File: src/common/decoder_params.svh
// offsets, opcode fields, bit positions and reset values of the literal/table decoder
`ifndef DECODER_PARAMS_SVH
`define DECODER_PARAMS_SVH

// register byte offsets on the bus
`define BUS_ADDR_WIDTH 8
`define REG_INSTR 8'h00
`define REG_WORKING 8'h04
`define REG_STATUS 8'h08
`define REG_BANK 8'h0c
`define REG_POINTER0 8'h10
`define REG_PRODUCT 8'h1c
`define REG_TABLE_PTR 8'h20
`define REG_TABLE_LATCH 8'h24
`define REG_PROG_COUNTER 8'h28
`define REG_RETURN_ADDR 8'h2c
`define REG_PORT_LATCH 8'h30
`define REG_PORT_RMW 8'h34
`define REG_TIMER_COUNT 8'h38
`define REG_TIMER_CFG 8'h3c
`define POINTER_COUNT 3
`define POINTER_STRIDE 4

// opcode fields
`define OPC_GROUP_LITERAL 4'h0
`define OPC_ADD_IMM 4'hf
`define OPC_AND_IMM 4'hb
`define OPC_OR_IMM 4'h9
`define OPC_XOR_IMM 4'ha
`define OPC_SUB_IMM 4'h8
`define OPC_LOAD_IMM 4'he
`define OPC_MUL_IMM 4'hd
`define OPC_RET_IMM 4'hc
`define OPC_BANK_HI 8'h10
`define OPC_TABLE_HI 8'h00
`define OPC_TABLE_BIT 3
`define OPC_TABLE_WRITE_BIT 2
`define OPC_PTR_FIRST 8'hee
`define OPC_PTR_FIRST_ZERO 2'b00
`define OPC_SECOND_WORD 4'hf

// status and timer configuration bit positions
`define STATUS_WIDTH 5
`define TIMER_CFG_ASSIGN_BIT 0
`define TIMER_CFG_RATIO_LSB 1

// reset values and steps
`define WORKING_RESET 8'h00
`define STATUS_RESET 5'h00
`define TIMER_CFG_RESET 4'h0
`define PC_STEP 2

`endif

File: src/common/decoder_pkg.sv
// types shared by the literal/table decoder and its helpers
package decoder_pkg;

	typedef enum logic [3:0] {
		other_op = 4'b0000,
		add_immediate_op = 4'b0001,
		and_immediate_op = 4'b0010,
		or_immediate_op = 4'b0011,
		xor_immediate_op = 4'b0100,
		subtract_from_immediate_op = 4'b0101,
		load_immediate_op = 4'b0110,
		multiply_immediate_op = 4'b0111,
		bank_load_op = 4'b1000,
		pointer_load_op = 4'b1001,
		return_immediate_op = 4'b1010,
		program_memory_read_op = 4'b1011,
		program_memory_write_op = 4'b1100,
		second_word_op = 4'b1101
	} op_type;

	typedef enum logic [0:0] {
		st_idle = 1'b0,
		st_second = 1'b1
	} state_type;

	typedef enum logic [1:0] {
		tbl_no_change = 2'b00,
		tbl_post_inc = 2'b01,
		tbl_post_dec = 2'b10,
		tbl_pre_inc = 2'b11
	} table_mode_type;

	typedef struct packed {
		logic negative;
		logic arithmetic_wrap_flag;
		logic zero;
		logic half_byte_carry_flag;
		logic carry;
	} status_flags_type;

	typedef struct packed {
		logic [7:0] value;
		status_flags_type flags;
		logic [15:0] product;
	} alu_result_type;

endpackage : decoder_pkg

File: src/rtl/literal_and_table_op_decoder.sv
// literal and table instruction decoder with an Avalon-MM register slave
// Function
// - add immediate: sum to working, all five flags
// - and immediate: result to working, zero/negative
// - or immediate: result to working, zero/negative
// - xor immediate: result to working, zero/negative
// - literal minus working, all five flags
// - load immediate into working, flags untouched
// - multiply working by literal, flags untouched
// - bank load puts literal in bank low nibble
// - two-word pointer load builds 12-bit pointer value
// - return immediate: literal to working, two cycles
// - table reads, four pointer modes, two cycles
// - table writes, four pointer modes, two cycles
// - program counter change costs an extra idle cycle
// - lone second word executes as no-op
// - port read-modify-write uses pin levels
// - timer count write clears assigned prescaler
`timescale 1ns/1ps
`default_nettype none
`include "decoder_params.svh"

module literal_and_table_op_decoder
	import decoder_pkg::*;
#(
	parameter int PC_WIDTH = 21,
	parameter int TABLE_PTR_WIDTH = 21,
	parameter int TABLE_DEPTH = 256,
	parameter int TABLE_ADDR_WIDTH = 8,
	parameter int PORT_WIDTH = 8
) (
	// clock and reset
	input wire logic clk,
	input wire logic rst,
	// avalon-mm slave
	input wire logic [`BUS_ADDR_WIDTH-1:0] address,
	input wire logic read,
	input wire logic write,
	input wire logic [31:0] writedata,
	input wire logic [3:0] byteenable,
	output logic [31:0] readdata,
	output logic waitrequest,
	// port pins
	input wire logic [PORT_WIDTH-1:0] port_pins,
	output logic [PORT_WIDTH-1:0] port_latch
);

	state_type state;
	op_type op;
	alu_result_type alu_out;
	status_flags_type status_flags;
	table_mode_type table_mode;
	logic [7:0] working;
	logic [7:0] literal;
	logic [15:0] instr;
	logic [15:0] last_instr;
	logic [3:0] bank_select_register;
	logic [11:0] indirect_pointer [`POINTER_COUNT];
	logic [15:0] product;
	logic [PC_WIDTH-1:0] program_counter;
	logic [PC_WIDTH-1:0] return_address;
	logic [TABLE_PTR_WIDTH-1:0] table_pointer;
	logic [TABLE_PTR_WIDTH-1:0] table_addr;
	logic [TABLE_PTR_WIDTH-1:0] next_table_pointer;
	logic [7:0] table_latch;
	logic [7:0] mem_read_data;
	logic pending_valid;
	logic [1:0] pending_select;
	logic [3:0] pending_upper;
	logic [PORT_WIDTH-1:0] pins_meta;
	logic [PORT_WIDTH-1:0] pins_sync;
	logic [7:0] timer_zero_count;
	logic [7:0] prescale_count;
	logic [7:0] prescale_limit;
	logic [3:0] timer_cfg;
	logic prescale_assigned;
	logic timer_tick;
	logic [31:0] merged;
	logic [31:0] read_value;
	logic take;
	logic take_write;
	logic exec_now;
	logic two_cycle;
	logic mem_write;

	// lanes whose byteenable is low keep the old register contents
	function automatic logic [31:0] merge_lanes(input logic [31:0] old, input logic [31:0] data,
		input logic [3:0] lanes);
		logic [31:0] value;
		value = old;
		for (int i = 0; i < 4; i++)
			if (lanes[i])
				value[8*i +: 8] = data[8*i +: 8];
		return value;
	endfunction : merge_lanes

	// a request is taken only while not yet answered and not in a second cycle
	assign take = (read || write) && waitrequest && (state == st_idle);
	assign take_write = take && write;
	assign exec_now = take_write && (address == `REG_INSTR);
	assign instr = writedata[15:0];
	assign literal = instr[7:0];
	assign table_mode = table_mode_type'(instr[1:0]);

	// instruction decode
	always_comb
	begin
		op = other_op;
		if (instr[15:12] == `OPC_GROUP_LITERAL)
		begin
			case (instr[11:8])
				`OPC_ADD_IMM: op = add_immediate_op;
				`OPC_AND_IMM: op = and_immediate_op;
				`OPC_OR_IMM: op = or_immediate_op;
				`OPC_XOR_IMM: op = xor_immediate_op;
				`OPC_SUB_IMM: op = subtract_from_immediate_op;
				`OPC_LOAD_IMM: op = load_immediate_op;
				`OPC_MUL_IMM: op = multiply_immediate_op;
				`OPC_RET_IMM: op = return_immediate_op;
				default:
				begin
					if (instr[11:4] == `OPC_BANK_HI)
						op = bank_load_op;
					else if (instr[11:4] == `OPC_TABLE_HI && instr[`OPC_TABLE_BIT])
						op = instr[`OPC_TABLE_WRITE_BIT] ? program_memory_write_op
							: program_memory_read_op;
				end
			endcase
		end
		else if (instr[15:8] == `OPC_PTR_FIRST && instr[7:6] == `OPC_PTR_FIRST_ZERO)
			op = pointer_load_op;
		else if (instr[15:12] == `OPC_SECOND_WORD)
			op = second_word_op;
	end

	// instructions that return or touch program memory need a second cycle
	assign two_cycle = (op == return_immediate_op) || (op == program_memory_read_op)
		|| (op == program_memory_write_op);

	literal_alu u_alu (
		.op(op),
		.working(working),
		.literal(literal),
		.flags_in(status_flags),
		.result(alu_out)
	);

	// bus handshake: one wait cycle, two for two-cycle instructions
	always_ff @(posedge clk)
	begin
		if (rst)
		begin
			state <= st_idle;
			waitrequest <= 1'b1;
		end
		else
		begin
			case (state)
				st_idle:
				begin
					if (!waitrequest)
						waitrequest <= 1'b1;
					else if (exec_now && two_cycle)
						state <= st_second; // extra cycle; a table read latches its data here
					else if (take)
						waitrequest <= 1'b0;
				end
				st_second:
				begin
					state <= st_idle;
					waitrequest <= 1'b0;
				end
				default: state <= st_idle;
			endcase
		end
	end

	// read data is captured when the read is taken and held until the next read
	always_ff @(posedge clk)
	begin
		if (rst)
			readdata <= 32'h0;
		else if (take && read)
			readdata <= read_value;
	end

	assign merged = merge_lanes(read_value, writedata, byteenable);

	// working register and status flags
	always_ff @(posedge clk)
	begin
		if (rst)
		begin
			working <= `WORKING_RESET;
			status_flags <= `STATUS_RESET;
		end
		else if (exec_now)
		begin
			case (op)
				add_immediate_op, subtract_from_immediate_op, and_immediate_op,
				or_immediate_op, xor_immediate_op:
				begin
					working <= alu_out.value;
					status_flags <= alu_out.flags;
				end
				load_immediate_op, return_immediate_op:
					working <= literal; // flags untouched
				default: working <= working;
			endcase
		end
		else if (take_write && address == `REG_WORKING)
			working <= merged[7:0];
		else if (take_write && address == `REG_STATUS)
			status_flags <= status_flags_type'(merged[`STATUS_WIDTH-1:0]);
	end

	// product of the multiply, working and flags stay as they are
	always_ff @(posedge clk)
	begin
		if (rst)
			product <= 16'h0;
		else if (exec_now && op == multiply_immediate_op)
			product <= alu_out.product;
	end

	// bank select and the last instruction word
	always_ff @(posedge clk)
	begin
		if (rst)
		begin
			bank_select_register <= 4'h0;
			last_instr <= 16'h0;
		end
		else if (exec_now)
		begin
			last_instr <= instr;
			if (op == bank_load_op)
				bank_select_register <= instr[3:0];
		end
	end

	// first pointer-load word waits for its second; any other word drops it
	always_ff @(posedge clk)
	begin
		if (rst)
		begin
			pending_valid <= 1'b0;
			pending_select <= 2'b00;
			pending_upper <= 4'h0;
		end
		else if (exec_now)
		begin
			pending_valid <= (op == pointer_load_op);
			pending_select <= instr[5:4];
			pending_upper <= instr[3:0];
		end
	end

	// one pointer per entry; a second word alone changes nothing
	generate
		for (genvar i = 0; i < `POINTER_COUNT; i++)
		begin : g_pointer
			always_ff @(posedge clk)
			begin
				if (rst)
					indirect_pointer[i] <= 12'h000;
				else if (exec_now && op == second_word_op && pending_valid
					&& pending_select == 2'(i))
					indirect_pointer[i] <= {pending_upper, instr[7:0]};
			end
		end
	endgenerate

	// program counter steps per word; a return reloads it
	always_ff @(posedge clk)
	begin
		if (rst)
		begin
			program_counter <= '0;
			return_address <= '0;
		end
		else if (exec_now && op == return_immediate_op)
			program_counter <= return_address;
		else if (exec_now)
			program_counter <= program_counter + PC_WIDTH'(`PC_STEP);
		else if (take_write && address == `REG_RETURN_ADDR)
			return_address <= merged[PC_WIDTH-1:0];
	end

	// table address and the pointer after the access
	always_comb
	begin
		table_addr = table_pointer;
		next_table_pointer = table_pointer;
		case (table_mode)
			tbl_no_change: next_table_pointer = table_pointer;
			tbl_post_inc: next_table_pointer = table_pointer + TABLE_PTR_WIDTH'(1);
			tbl_post_dec: next_table_pointer = table_pointer - TABLE_PTR_WIDTH'(1);
			tbl_pre_inc:
			begin
				table_addr = table_pointer + TABLE_PTR_WIDTH'(1);
				next_table_pointer = table_addr;
			end
			default: next_table_pointer = table_pointer;
		endcase
	end

	assign mem_write = exec_now && op == program_memory_write_op;

	table_memory #(
		.DEPTH(TABLE_DEPTH),
		.ADDR_WIDTH(TABLE_ADDR_WIDTH)
	) u_table (
		.clk(clk),
		.write_enable(mem_write),
		.addr(table_addr[TABLE_ADDR_WIDTH-1:0]),
		.write_data(table_latch),
		.read_data(mem_read_data)
	);

	// table pointer moves at the first cycle, read data lands in the second
	always_ff @(posedge clk)
	begin
		if (rst)
		begin
			table_pointer <= '0;
			table_latch <= 8'h00;
		end
		else if (exec_now && (op == program_memory_read_op || op == program_memory_write_op))
			table_pointer <= next_table_pointer;
		else if (state == st_second && last_instr[`OPC_TABLE_BIT]
			&& !last_instr[`OPC_TABLE_WRITE_BIT] && last_instr[15:4] == 12'h000)
			table_latch <= mem_read_data;
		else if (take_write && address == `REG_TABLE_PTR)
			table_pointer <= merged[TABLE_PTR_WIDTH-1:0];
		else if (take_write && address == `REG_TABLE_LATCH)
			table_latch <= merged[7:0];
	end

	// pins cross into the clock domain through two flops
	always_ff @(posedge clk)
	begin
		if (rst)
		begin
			pins_meta <= '0;
			pins_sync <= '0;
		end
		else
		begin
			pins_meta <= port_pins;
			pins_sync <= pins_meta;
		end
	end

	// a read-modify-write XORs the data into the pin levels, so a pulled-low input writes back its data bit
	always_ff @(posedge clk)
	begin
		if (rst)
			port_latch <= '0;
		else if (take_write && address == `REG_PORT_LATCH)
			port_latch <= merged[PORT_WIDTH-1:0];
		else if (take_write && address == `REG_PORT_RMW)
			port_latch <= pins_sync ^ writedata[PORT_WIDTH-1:0];
	end

	assign prescale_assigned = timer_cfg[`TIMER_CFG_ASSIGN_BIT];
	assign prescale_limit = 8'((16'h2 << timer_cfg[`TIMER_CFG_RATIO_LSB +: 3]) - 16'h1);
	assign timer_tick = !prescale_assigned || (prescale_count == prescale_limit);

	// timer with optional prescaler; a count write restarts the prescaler
	always_ff @(posedge clk)
	begin
		if (rst)
		begin
			timer_cfg <= `TIMER_CFG_RESET;
			timer_zero_count <= 8'h00;
			prescale_count <= 8'h00;
		end
		else
		begin
			if (take_write && address == `REG_TIMER_CFG)
				timer_cfg <= merged[3:0];
			if (take_write && address == `REG_TIMER_COUNT)
			begin
				timer_zero_count <= merged[7:0];
				if (prescale_assigned)
					prescale_count <= 8'h00;
			end
			else
			begin
				if (timer_tick)
					timer_zero_count <= timer_zero_count + 8'h01;
				prescale_count <= timer_tick ? 8'h00 : prescale_count + 8'h01;
			end
		end
	end

	// register read mux, unmapped offsets read as zero
	always_comb
	begin
		read_value = 32'h0;
		case (address)
			`REG_INSTR: read_value = 32'(last_instr);
			`REG_WORKING: read_value = 32'(working);
			`REG_STATUS: read_value = 32'(status_flags);
			`REG_BANK: read_value = 32'(bank_select_register);
			`REG_PRODUCT: read_value = 32'(product);
			`REG_TABLE_PTR: read_value = 32'(table_pointer);
			`REG_TABLE_LATCH: read_value = 32'(table_latch);
			`REG_PROG_COUNTER: read_value = 32'(program_counter);
			`REG_RETURN_ADDR: read_value = 32'(return_address);
			`REG_PORT_LATCH: read_value = 32'(port_latch);
			`REG_PORT_RMW: read_value = 32'(pins_sync);
			`REG_TIMER_COUNT: read_value = 32'(timer_zero_count);
			`REG_TIMER_CFG: read_value = 32'(timer_cfg);
			default: read_value = 32'h0;
		endcase
		for (int i = 0; i < `POINTER_COUNT; i++)
			if (address == 8'(`REG_POINTER0 + `POINTER_STRIDE * i))
				read_value = 32'(indirect_pointer[i]);
	end
endmodule : literal_and_table_op_decoder

`default_nettype wire

File: src/rtl/literal_alu.sv
// combinational arithmetic and logic for the literal instructions
`timescale 1ns/1ps
`default_nettype none

module literal_alu
	import decoder_pkg::*;
(
	// operands
	input wire op_type op,
	input wire logic [7:0] working,
	input wire logic [7:0] literal,
	input wire status_flags_type flags_in,
	// result
	output alu_result_type result
);

	logic [8:0] wide;
	logic [4:0] low;

	// flags not named by an instruction keep their previous value
	always_comb
	begin
		result = '0;
		result.flags = flags_in;
		result.value = working;
		result.product = 16'(working) * 16'(literal);
		wide = 9'h0;
		low = 5'h0;
		case (op)
			add_immediate_op:
			begin
				wide = {1'b0, working} + {1'b0, literal};
				low = {1'b0, working[3:0]} + {1'b0, literal[3:0]};
				result.value = wide[7:0]; // wraps modulo 256
				result.flags.carry = wide[8];
				result.flags.half_byte_carry_flag = low[4];
				result.flags.arithmetic_wrap_flag = (working[7] == literal[7]) && (wide[7] != working[7]);
			end
			subtract_from_immediate_op:
			begin
				wide = {1'b0, literal} - {1'b0, working};
				low = {1'b0, literal[3:0]} - {1'b0, working[3:0]};
				result.value = wide[7:0];
				result.flags.carry = ~wide[8]; // carry set means no borrow
				result.flags.half_byte_carry_flag = ~low[4];
				result.flags.arithmetic_wrap_flag = (working[7] != literal[7]) && (wide[7] != literal[7]);
			end
			and_immediate_op: result.value = working & literal;
			or_immediate_op: result.value = working | literal;
			xor_immediate_op: result.value = working ^ literal;
			default: result.value = working;
		endcase
		result.flags.zero = (result.value == 8'h00);
		result.flags.negative = result.value[7];
	end

endmodule : literal_alu

`default_nettype wire

File: src/rtl/table_memory.sv
// byte-wide program memory image reached by the table instructions
`timescale 1ns/1ps
`default_nettype none

module table_memory #(
	parameter int DEPTH = 256,
	parameter int ADDR_WIDTH = 8
) (
	// clock
	input wire logic clk,
	// access
	input wire logic write_enable,
	input wire logic [ADDR_WIDTH-1:0] addr,
	input wire logic [7:0] write_data,
	output logic [7:0] read_data
);

	logic [7:0] cells [DEPTH];

	// synchronous read, so the data is ready for the second table cycle
	always_ff @(posedge clk)
	begin
		if (write_enable)
			cells[addr] <= write_data;
		read_data <= cells[addr];
	end

endmodule : table_memory

`default_nettype wire

File: config.mk
export PLATFORM = sky130hd
export DESIGN_NAME = literal_and_table_op_decoder
export DESIGN_NICKNAME = d
export VERILOG_FILES = /design/src/common/decoder_pkg.sv /design/src/rtl/literal_and_table_op_decoder.sv /design/src/rtl/literal_alu.sv /design/src/rtl/table_memory.sv
export VERILOG_INCLUDE_DIRS = /design/src /design/src/common
export SDC_FILE = /design/constraint.sdc
export NUM_CORES = 2
export LEC_CHECK = 0
export ABC_AREA = 1
export ABC_CLOCK_PERIOD_IN_PS = 5000
export BUFFER_PORTS_ARGS = -buffer_cell sky130_fd_sc_hd__buf_2
export CAP_MARGIN = 10
export CELL_PAD_IN_SITES_DETAIL_PLACEMENT = 2
export CELL_PAD_IN_SITES_GLOBAL_PLACEMENT = 2
export CORE_AREA = 10 10 509 511
export DETAILED_ROUTE_END_ITERATION = 16
export DIE_AREA = 0 0 519 521
export PLACE_DENSITY_LB_ADDON = 0.05
export SYNTH_ARGS = -nofsm -noshare
export SYNTH_HDL_FRONTEND = slang
export SYNTH_HIERARCHICAL = 1
export SYNTH_SLANG_ARGS = --single-unit
export TNS_END_PERCENT = 10
File: constraint.sdc
create_clock -name clk -period 5 [get_ports clk]
set_input_delay 0.25 -clock clk [delete_from_list [all_inputs] [get_ports clk]]
set_output_delay 0.25 -clock clk [all_outputs]
set_load 0.05 [all_outputs]
### Word-level counts from Yosys, hierarchy flattened

Memories as Yosys holds them, arrays and structs flattened. A register that Yosys moved wholly into a read port is not among the register bits.
Cells that the tools add are included.

* RAM bits: 2084
* output and inout bits: 41
* memories: 2
* input port bits: 56
* register bits: 205
* logic and storage cells: 236

Memories
* u_table.cells: words 256, width 8, rd ports 1, clocked after Yosys merged registers in 1, wr ports 1, RTL line table_memory.sv:18 `logic [7:0] cells [DEPTH];`
* indirect_pointer: words 3, width 12, rd ports 3, clocked after Yosys merged registers in 0, wr ports 3, RTL line literal_and_table_op_decoder.sv:58 `` logic [11:0] indirect_pointer [`POINTER_COUNT]; ``

* reduce and logical (&&, ||, !) cells: 63
* bitwise gates (word level): 13
* multiplexer cells: 64
* multiply operators: 1
* shift operators: 1
* eq/ne operators: 57
* add/sub/neg operators: 10

Operators with widths (count)
* 21-bit case mux with 13 select lines: 1
* 8-bit 2-to-1 mux: 15
* 21-bit 2-to-1 mux: 5
* 32-bit 2-to-1 mux: 3
* 8-bit by 6-bit == test with 1-bit output, second input constant: 8
* 4-bit == test, second input constant: 15
* 21-bit case mux with 2 select lines: 1
* 8-bit by 5-bit == test with 1-bit output, second input constant: 5
* 8-bit case mux with 5 select lines: 1
* 12-bit 2-to-1 mux: 3
* 4-bit case mux with 8 select lines: 1
* 1-bit logical AND: 31
* 5-bit 2-to-1 mux: 5
* 8-bit zero test: 3
* 21-bit by 1-bit adder with 21-bit output, second input constant: 1
* 21-bit by 2-bit adder with 21-bit output, second input constant: 1
* 21-bit by 1-bit subtractor with 21-bit output, second input constant: 1
* 4-bit 2-to-1 mux: 5
* 1-bit 2-to-1 mux: 18
* 8-bit by 1-bit adder with 8-bit output, second input constant: 2
* 4-bit by 3-bit == test with 1-bit output, second input constant: 4
* 8-bit by 4-bit == test with 1-bit output, second input constant: 2
* 8-bit by 8-bit multiplier with 16-bit output: 1
* 8-bit case mux with 2 select lines: 1
* 37 further kinds: 76

### Longest topological paths before layout

* depth after elaboration: 14
* depth in mapped cells: 24
* gate-level depth less buffers: 23

### Cells and area by module

The synthesis kept the hierarchy.

By module, submodules not included
* table_memory: sequential area each 61659.1 um^2, cells each 8021, area an instance 84856.4 um^2, times used 1
* literal_and_table_op_decoder: sequential area each 4844.6 um^2, cells each 2026, area an instance 13072.5 um^2, times used 1
* literal_alu: sequential area each 0.0 um^2, cells each 569, area an instance 3636.0 um^2, times used 1

### Worst setup path before layout

OpenSTA, ideal clock, no wires.

* kind: reg-to-reg
* start: register working[1]
* end: register product[12]
* setup time: 118 ps
* required time: 4882 ps
* slack: 584 ps
* path buffers: 1
* stages on the path, launching flop included: 18
* arrival: 4298 ps
* period minus slack after synthesis: 4416 ps
* cells stage by stage: dfxtp_1 clkbuf_1 nand2_1 fa_1 fa_1 inv_1 fa_1 inv_1 fa_1 inv_1 ha_1 a21o_1 a21oi_1 o21ai_0 a21oi_1 xor2_1 nor3_1 nor2_1

RTL lines
* from (decl): RTL line literal_and_table_op_decoder.sv:53 `logic [7:0] working;`
* from (signal assigned): RTL line literal_and_table_op_decoder.sv:194 `` working <= `WORKING_RESET; ``
* from (signal assigned): RTL line literal_and_table_op_decoder.sv:203 `working <= alu_out.value;`
* from (signal assigned): RTL line literal_and_table_op_decoder.sv:207 `working <= literal;`
* to (signal assigned): RTL line literal_and_table_op_decoder.sv:223 `product <= alu_out.product;`
* to (decl): RTL line literal_and_table_op_decoder.sv:59 `logic [15:0] product;`

### Worst setup path after layout

* start: register table_pointer[0]
* end: register u_table.read_data[4] (read register of u_table.cells)

* word-level cells in the longest chain between the ends: 2

RTL lines
* from (decl): RTL line literal_and_table_op_decoder.sv:62 `logic [TABLE_PTR_WIDTH-1:0] table_pointer;`
* from (signal assigned): RTL line literal_and_table_op_decoder.sv:330 `table_pointer <= next_table_pointer;`
* from (signal assigned): RTL line literal_and_table_op_decoder.sv:335 `table_pointer <= merged[TABLE_PTR_WIDTH-1:0];`
* 21-bit by 1-bit adder with 21-bit output: RTL line literal_and_table_op_decoder.sv:301 `table_addr = table_pointer + TABLE_PTR_WIDTH'(1);`
* 8-bit 2-to-1 mux: RTL line literal_and_table_op_decoder.sv:295 `case (table_mode)`
* named net table_addr[2]: RTL line literal_and_table_op_decoder.sv:63 `logic [TABLE_PTR_WIDTH-1:0] table_addr;`
* to (decl): RTL line table_memory.sv:15 `output logic [7:0] read_data`

The timed path passes the listed nets, and every way through them passes these cells.
A chain may end at the register's enable or synchronous reset.

==> flow_summary.toml <==
[pwr]
leakage_uw = 0.0486
power_density_nw_per_um2 = 354
pwr-share-clk = 0.455
combPwrFrac = 0.047
vdd_ir_drop_max_v = 0.000374
switchingPower_uw = 9370
intPower_uw = 31900
pwr-share-seq = 0.498
switching_share = 0.227
p_total_uw = 41300

[critical_path]
cp-start-kind = "flip-flop"
cp.required_ns = 5.79
crit_arrival_ns = 5.59
startpoint = "table_pointer[0]"
rrSetupSlack_ns = 0.20
worstPathMaxFanout = 26
timing.critical_path.to = "u_table/read_data[4]"
reg2reg_depth = 17
r2r_start = "table_pointer[0]"
reg2reg_to = "u_table/read_data[4]"
end_kind = "flip-flop"
critical_path_class = "flip-flop to flip-flop"

[placement]
place_ws_ns = 0.261
io_buffers = 73
hpwl_um = 237000
gp_congestion = 0.838

[global_route]
grt_pass1_wl_um = 556000
grt_max_degree = 173
grt_pass1_vias = 86276
grt_usage = 0.268
overflow = 0
antenna_found_initial = 11

[synth]
synth.area.top_cells = "edfxtp_1 (62%), nand2_1 (20%), dfxtp_1 (3.9%), nor2_1 (2.5%), nand3_1 (1.7%)"
synth_top_family_by_area = "simple AND/OR/NAND/NOR gates"
synthAdderAreaFrac = 0.0155
synth_compound_area_frac = 0.0325
synth_cell_types = 53
synth.area.mux_share = 0.000111
avgSynthCellArea_sq_um = 9.57
synth-seq-area-share = 0.655
ys_warn_count = 6
synthDominantCellAreaShare = 0.616
synth-simple-area-share = 0.251
synth_top_area_cell = "edfxtp_1"
synthesis.area_sq_um = 102000
ys_ff_latch = 2280
synth_xor_area_frac = 0.00595
synth_cells = 10616

[clock_network]
postCtsSetupRepairBufs = 0
cts_buffers = 279
clk_pin_slew_ns = 0.06
cts.sinks = 2280
cts_root_buffer = "clkbuf_16"
htree_levels = 5
clock_latency_ns = 0.95
cts_tree = "built"
clock_path_buffers = 4

[sta]
drv_slew = 0
timing.final.ws_setup_ns = 0.199
setup_violations = 0
setup_tns_ns = 0
max_freq_ghz = 0.208
skew_ns = 0.0682
finalHoldViolations = 0
finalCriticalPeriod_ns = 4.80
tightest_slew_ns = 1.29
slew_headroom = 0.128
rsz0062_at_grt = "false"
holdWs_ns = 0.0486
period_share = 0.960

[die]
core_sq_um = 248000
initial_core_util = 0.409
num_rows = 183
ios = 97
die_area_sq_um = 270000
die_h_um = 521
die-width_um = 519

[routing]
drtPass1Iterations = 5
vias = 78405
vias_per_cell = 5.42
routedWlPerCell_um = 25.8
first_iter_violations = 5892
drc = 0
wl_um = 373000
ant_nets = 0

[status]
outcome = "finished, final reports clean"

[layout]
drive_gt1_frac = 0.0866
layout.nets = 11105
utilization = 0.470
multiInputGateArea_sq_um = 31200
fill_cells = 26212
area_growth_pct = 14.8
regArea_sq_um = 66500

[worst_hold_path]
hold_path.class = "input port to flip-flop"

[flow_run]
maxCapViolations = 0
==> layer usage <==
metal  global-route usage  routed length [um]
met5                    0                   0
met2                0.475              187000
met4               0.0874               12700
met1                0.345              159000
met3               0.0260               13800
==> timing repair <==
action	in CTS	in global routing
gates resized for setup	0	0
hold endpoints to repair	88	0
setup endpoints to repair	0	0
hold buffers	50	0
==> critical path, cell delays in order (launching register included) <==
cell and delay [ns]:
dfxtp_1 0.47, ha_1 0.23, inv_1 0.06, nand2_1 0.07, nand2_1 0.07, o21ai_0 1.00
inv_1 0.27, nand2_1 0.29, inv_4 0.17, buf_12 0.21, nand2_1 0.10, nand2_1 0.05
o21ai_0 0.56, nand2_1 0.15, nor2_1 0.35, nor2_1 0.08, nor2_1 0.45, nand2_1 0.11
==> state kept, by name, indices dropped and copies added (netlist names), 16 cells and up <==
register and count:
u_table/cells 2048, indirect_pointer 36, program_counter 21, readdata 21, return_address 21, table_pointer 21
last_instr 16, product 16
==> Yosys cell counts, drive strengths merged <==
cell type and number:
o211ai 13, a41oi 1, o21bai 9, xor2 50, a22oi 5, o21a 1
or2 8, dfxtp 196, and2 2, xnor2 19, o22ai 11, fa 38
o221ai 1, a211oi 2, nand3b 4, mux2 1, nor3 36, nor2 702
o21ai 365, inv 418, clkbuf 249, conb 1, a21o 3, nand4 46
clkinv 2, a31oi 12, o2111ai 1, buf 289, o31ai 4, ha 65
a21oi 200, edfxtp 2084, nand3 355, a22o 1, nor4 8, nand2 5414
==> final cells by class <==
cell class                      count  area share
Antenna cell                        5    0.000107
Timing Repair Buffer              577      0.0422
Clock buffer                      384      0.0655
Multi-Input combinational cell   7388       0.267
Clock inverter                     80     0.00474
Inverter                          420      0.0139
Tap cell                         3330      0.0357
Sequential cell                  2280       0.570
==> cells by family (layout without fill, tap and decap cells) <==
logic type | Yosys count | count (layout)
multiplexers | 1 | 1
buffers and inverters | 958 | 1461
AND/OR/NAND/NOR | 6575 | 6575
other | 1 | 16
AO/OA/AOI/OAI | 629 | 629
XOR/XNOR | 69 | 69
adder cells (fa/ha/maj) | 103 | 103
flip-flops | 2280 | 2280
==> layout by cell type, fill, tap and decap left out, types with 8 or more instances in the layout <==
cell type / synthesis / layout
clkbuf_16: 0 / 287
o211ai_1: 13 / 13
nor2_4: 4 / 9
nand4_1: 46 / 46
dfxtp_4: 0 / 8
dlygate4sd3_1: 0 / 50
buf_4: 22 / 402
o21ai_0: 229 / 229
or2_2: 8 / 8
buf_12: 0 / 52
clkbuf_1: 248 / 88
clkbuf_8: 0 / 9
inv_1: 402 / 398
xnor2_1: 19 / 19
clkinv_1: 2 / 44
conb_1: 1 / 11
buf_2: 196 / 73
dfxtp_1: 196 / 188
fa_1: 38 / 38
nor2_2: 12 / 13
clkinv_2: 0 / 24
o21bai_1: 9 / 9
inv_2: 13 / 12
ha_1: 65 / 65
edfxtp_1: 2084 / 2084
o22ai_1: 11 / 11
xor2_1: 50 / 49
a21oi_1: 197 / 196
nand3_1: 347 / 347
nand2_2: 8 / 22
o21ai_1: 135 / 135
nor2_1: 685 / 679
nand2_1: 5402 / 5388
nor4_1: 8 / 8
a31oi_1: 12 / 12
nor3_1: 35 / 35
==> metrics by stage <==
| step | cells | area, sq um |
|---|---|---|
| after floorplan | 10626 | 102000 |
| after global routing | 14462 | 117000 |
| final | 14464 | 117000 |
| after CTS | 14457 | 117000 |
| after global placement | 13943 | 108000 |
| after detailed placement | 13943 | 108000 |
==> power groups by stage <==
stage / clock, uW / sequential (uW) / combinational, uW
2_1_floorplan: 0 / 21000 / 1110
4_1_cts: 19100 / 20600 / 1950
6_report: 18800 / 20600 / 1940
3_3_place_gp: 0 / 21000 / 1820
5_1_grt: 19900 / 20600 / 2140
3_5_place_dp: 0 / 21000 / 1890
==> how the worst min path moves through the flow <==
stage,start,end,slack [ns],cells past startpoint
floorplan,port_pins[0],pins_meta[0],0.36,2
global placement,pins_meta[4],pins_sync[4],0.40,2
detailed placement,pins_meta[4],pins_sync[4],0.41,2
CTS,byteenable[2],table_pointer[16],0.0003,6
global route,writedata[3],bank_select_register[3],0.05,4
finish,writedata[5],port_latch[5],0.05,6
(Power assumes the default switching activity.)
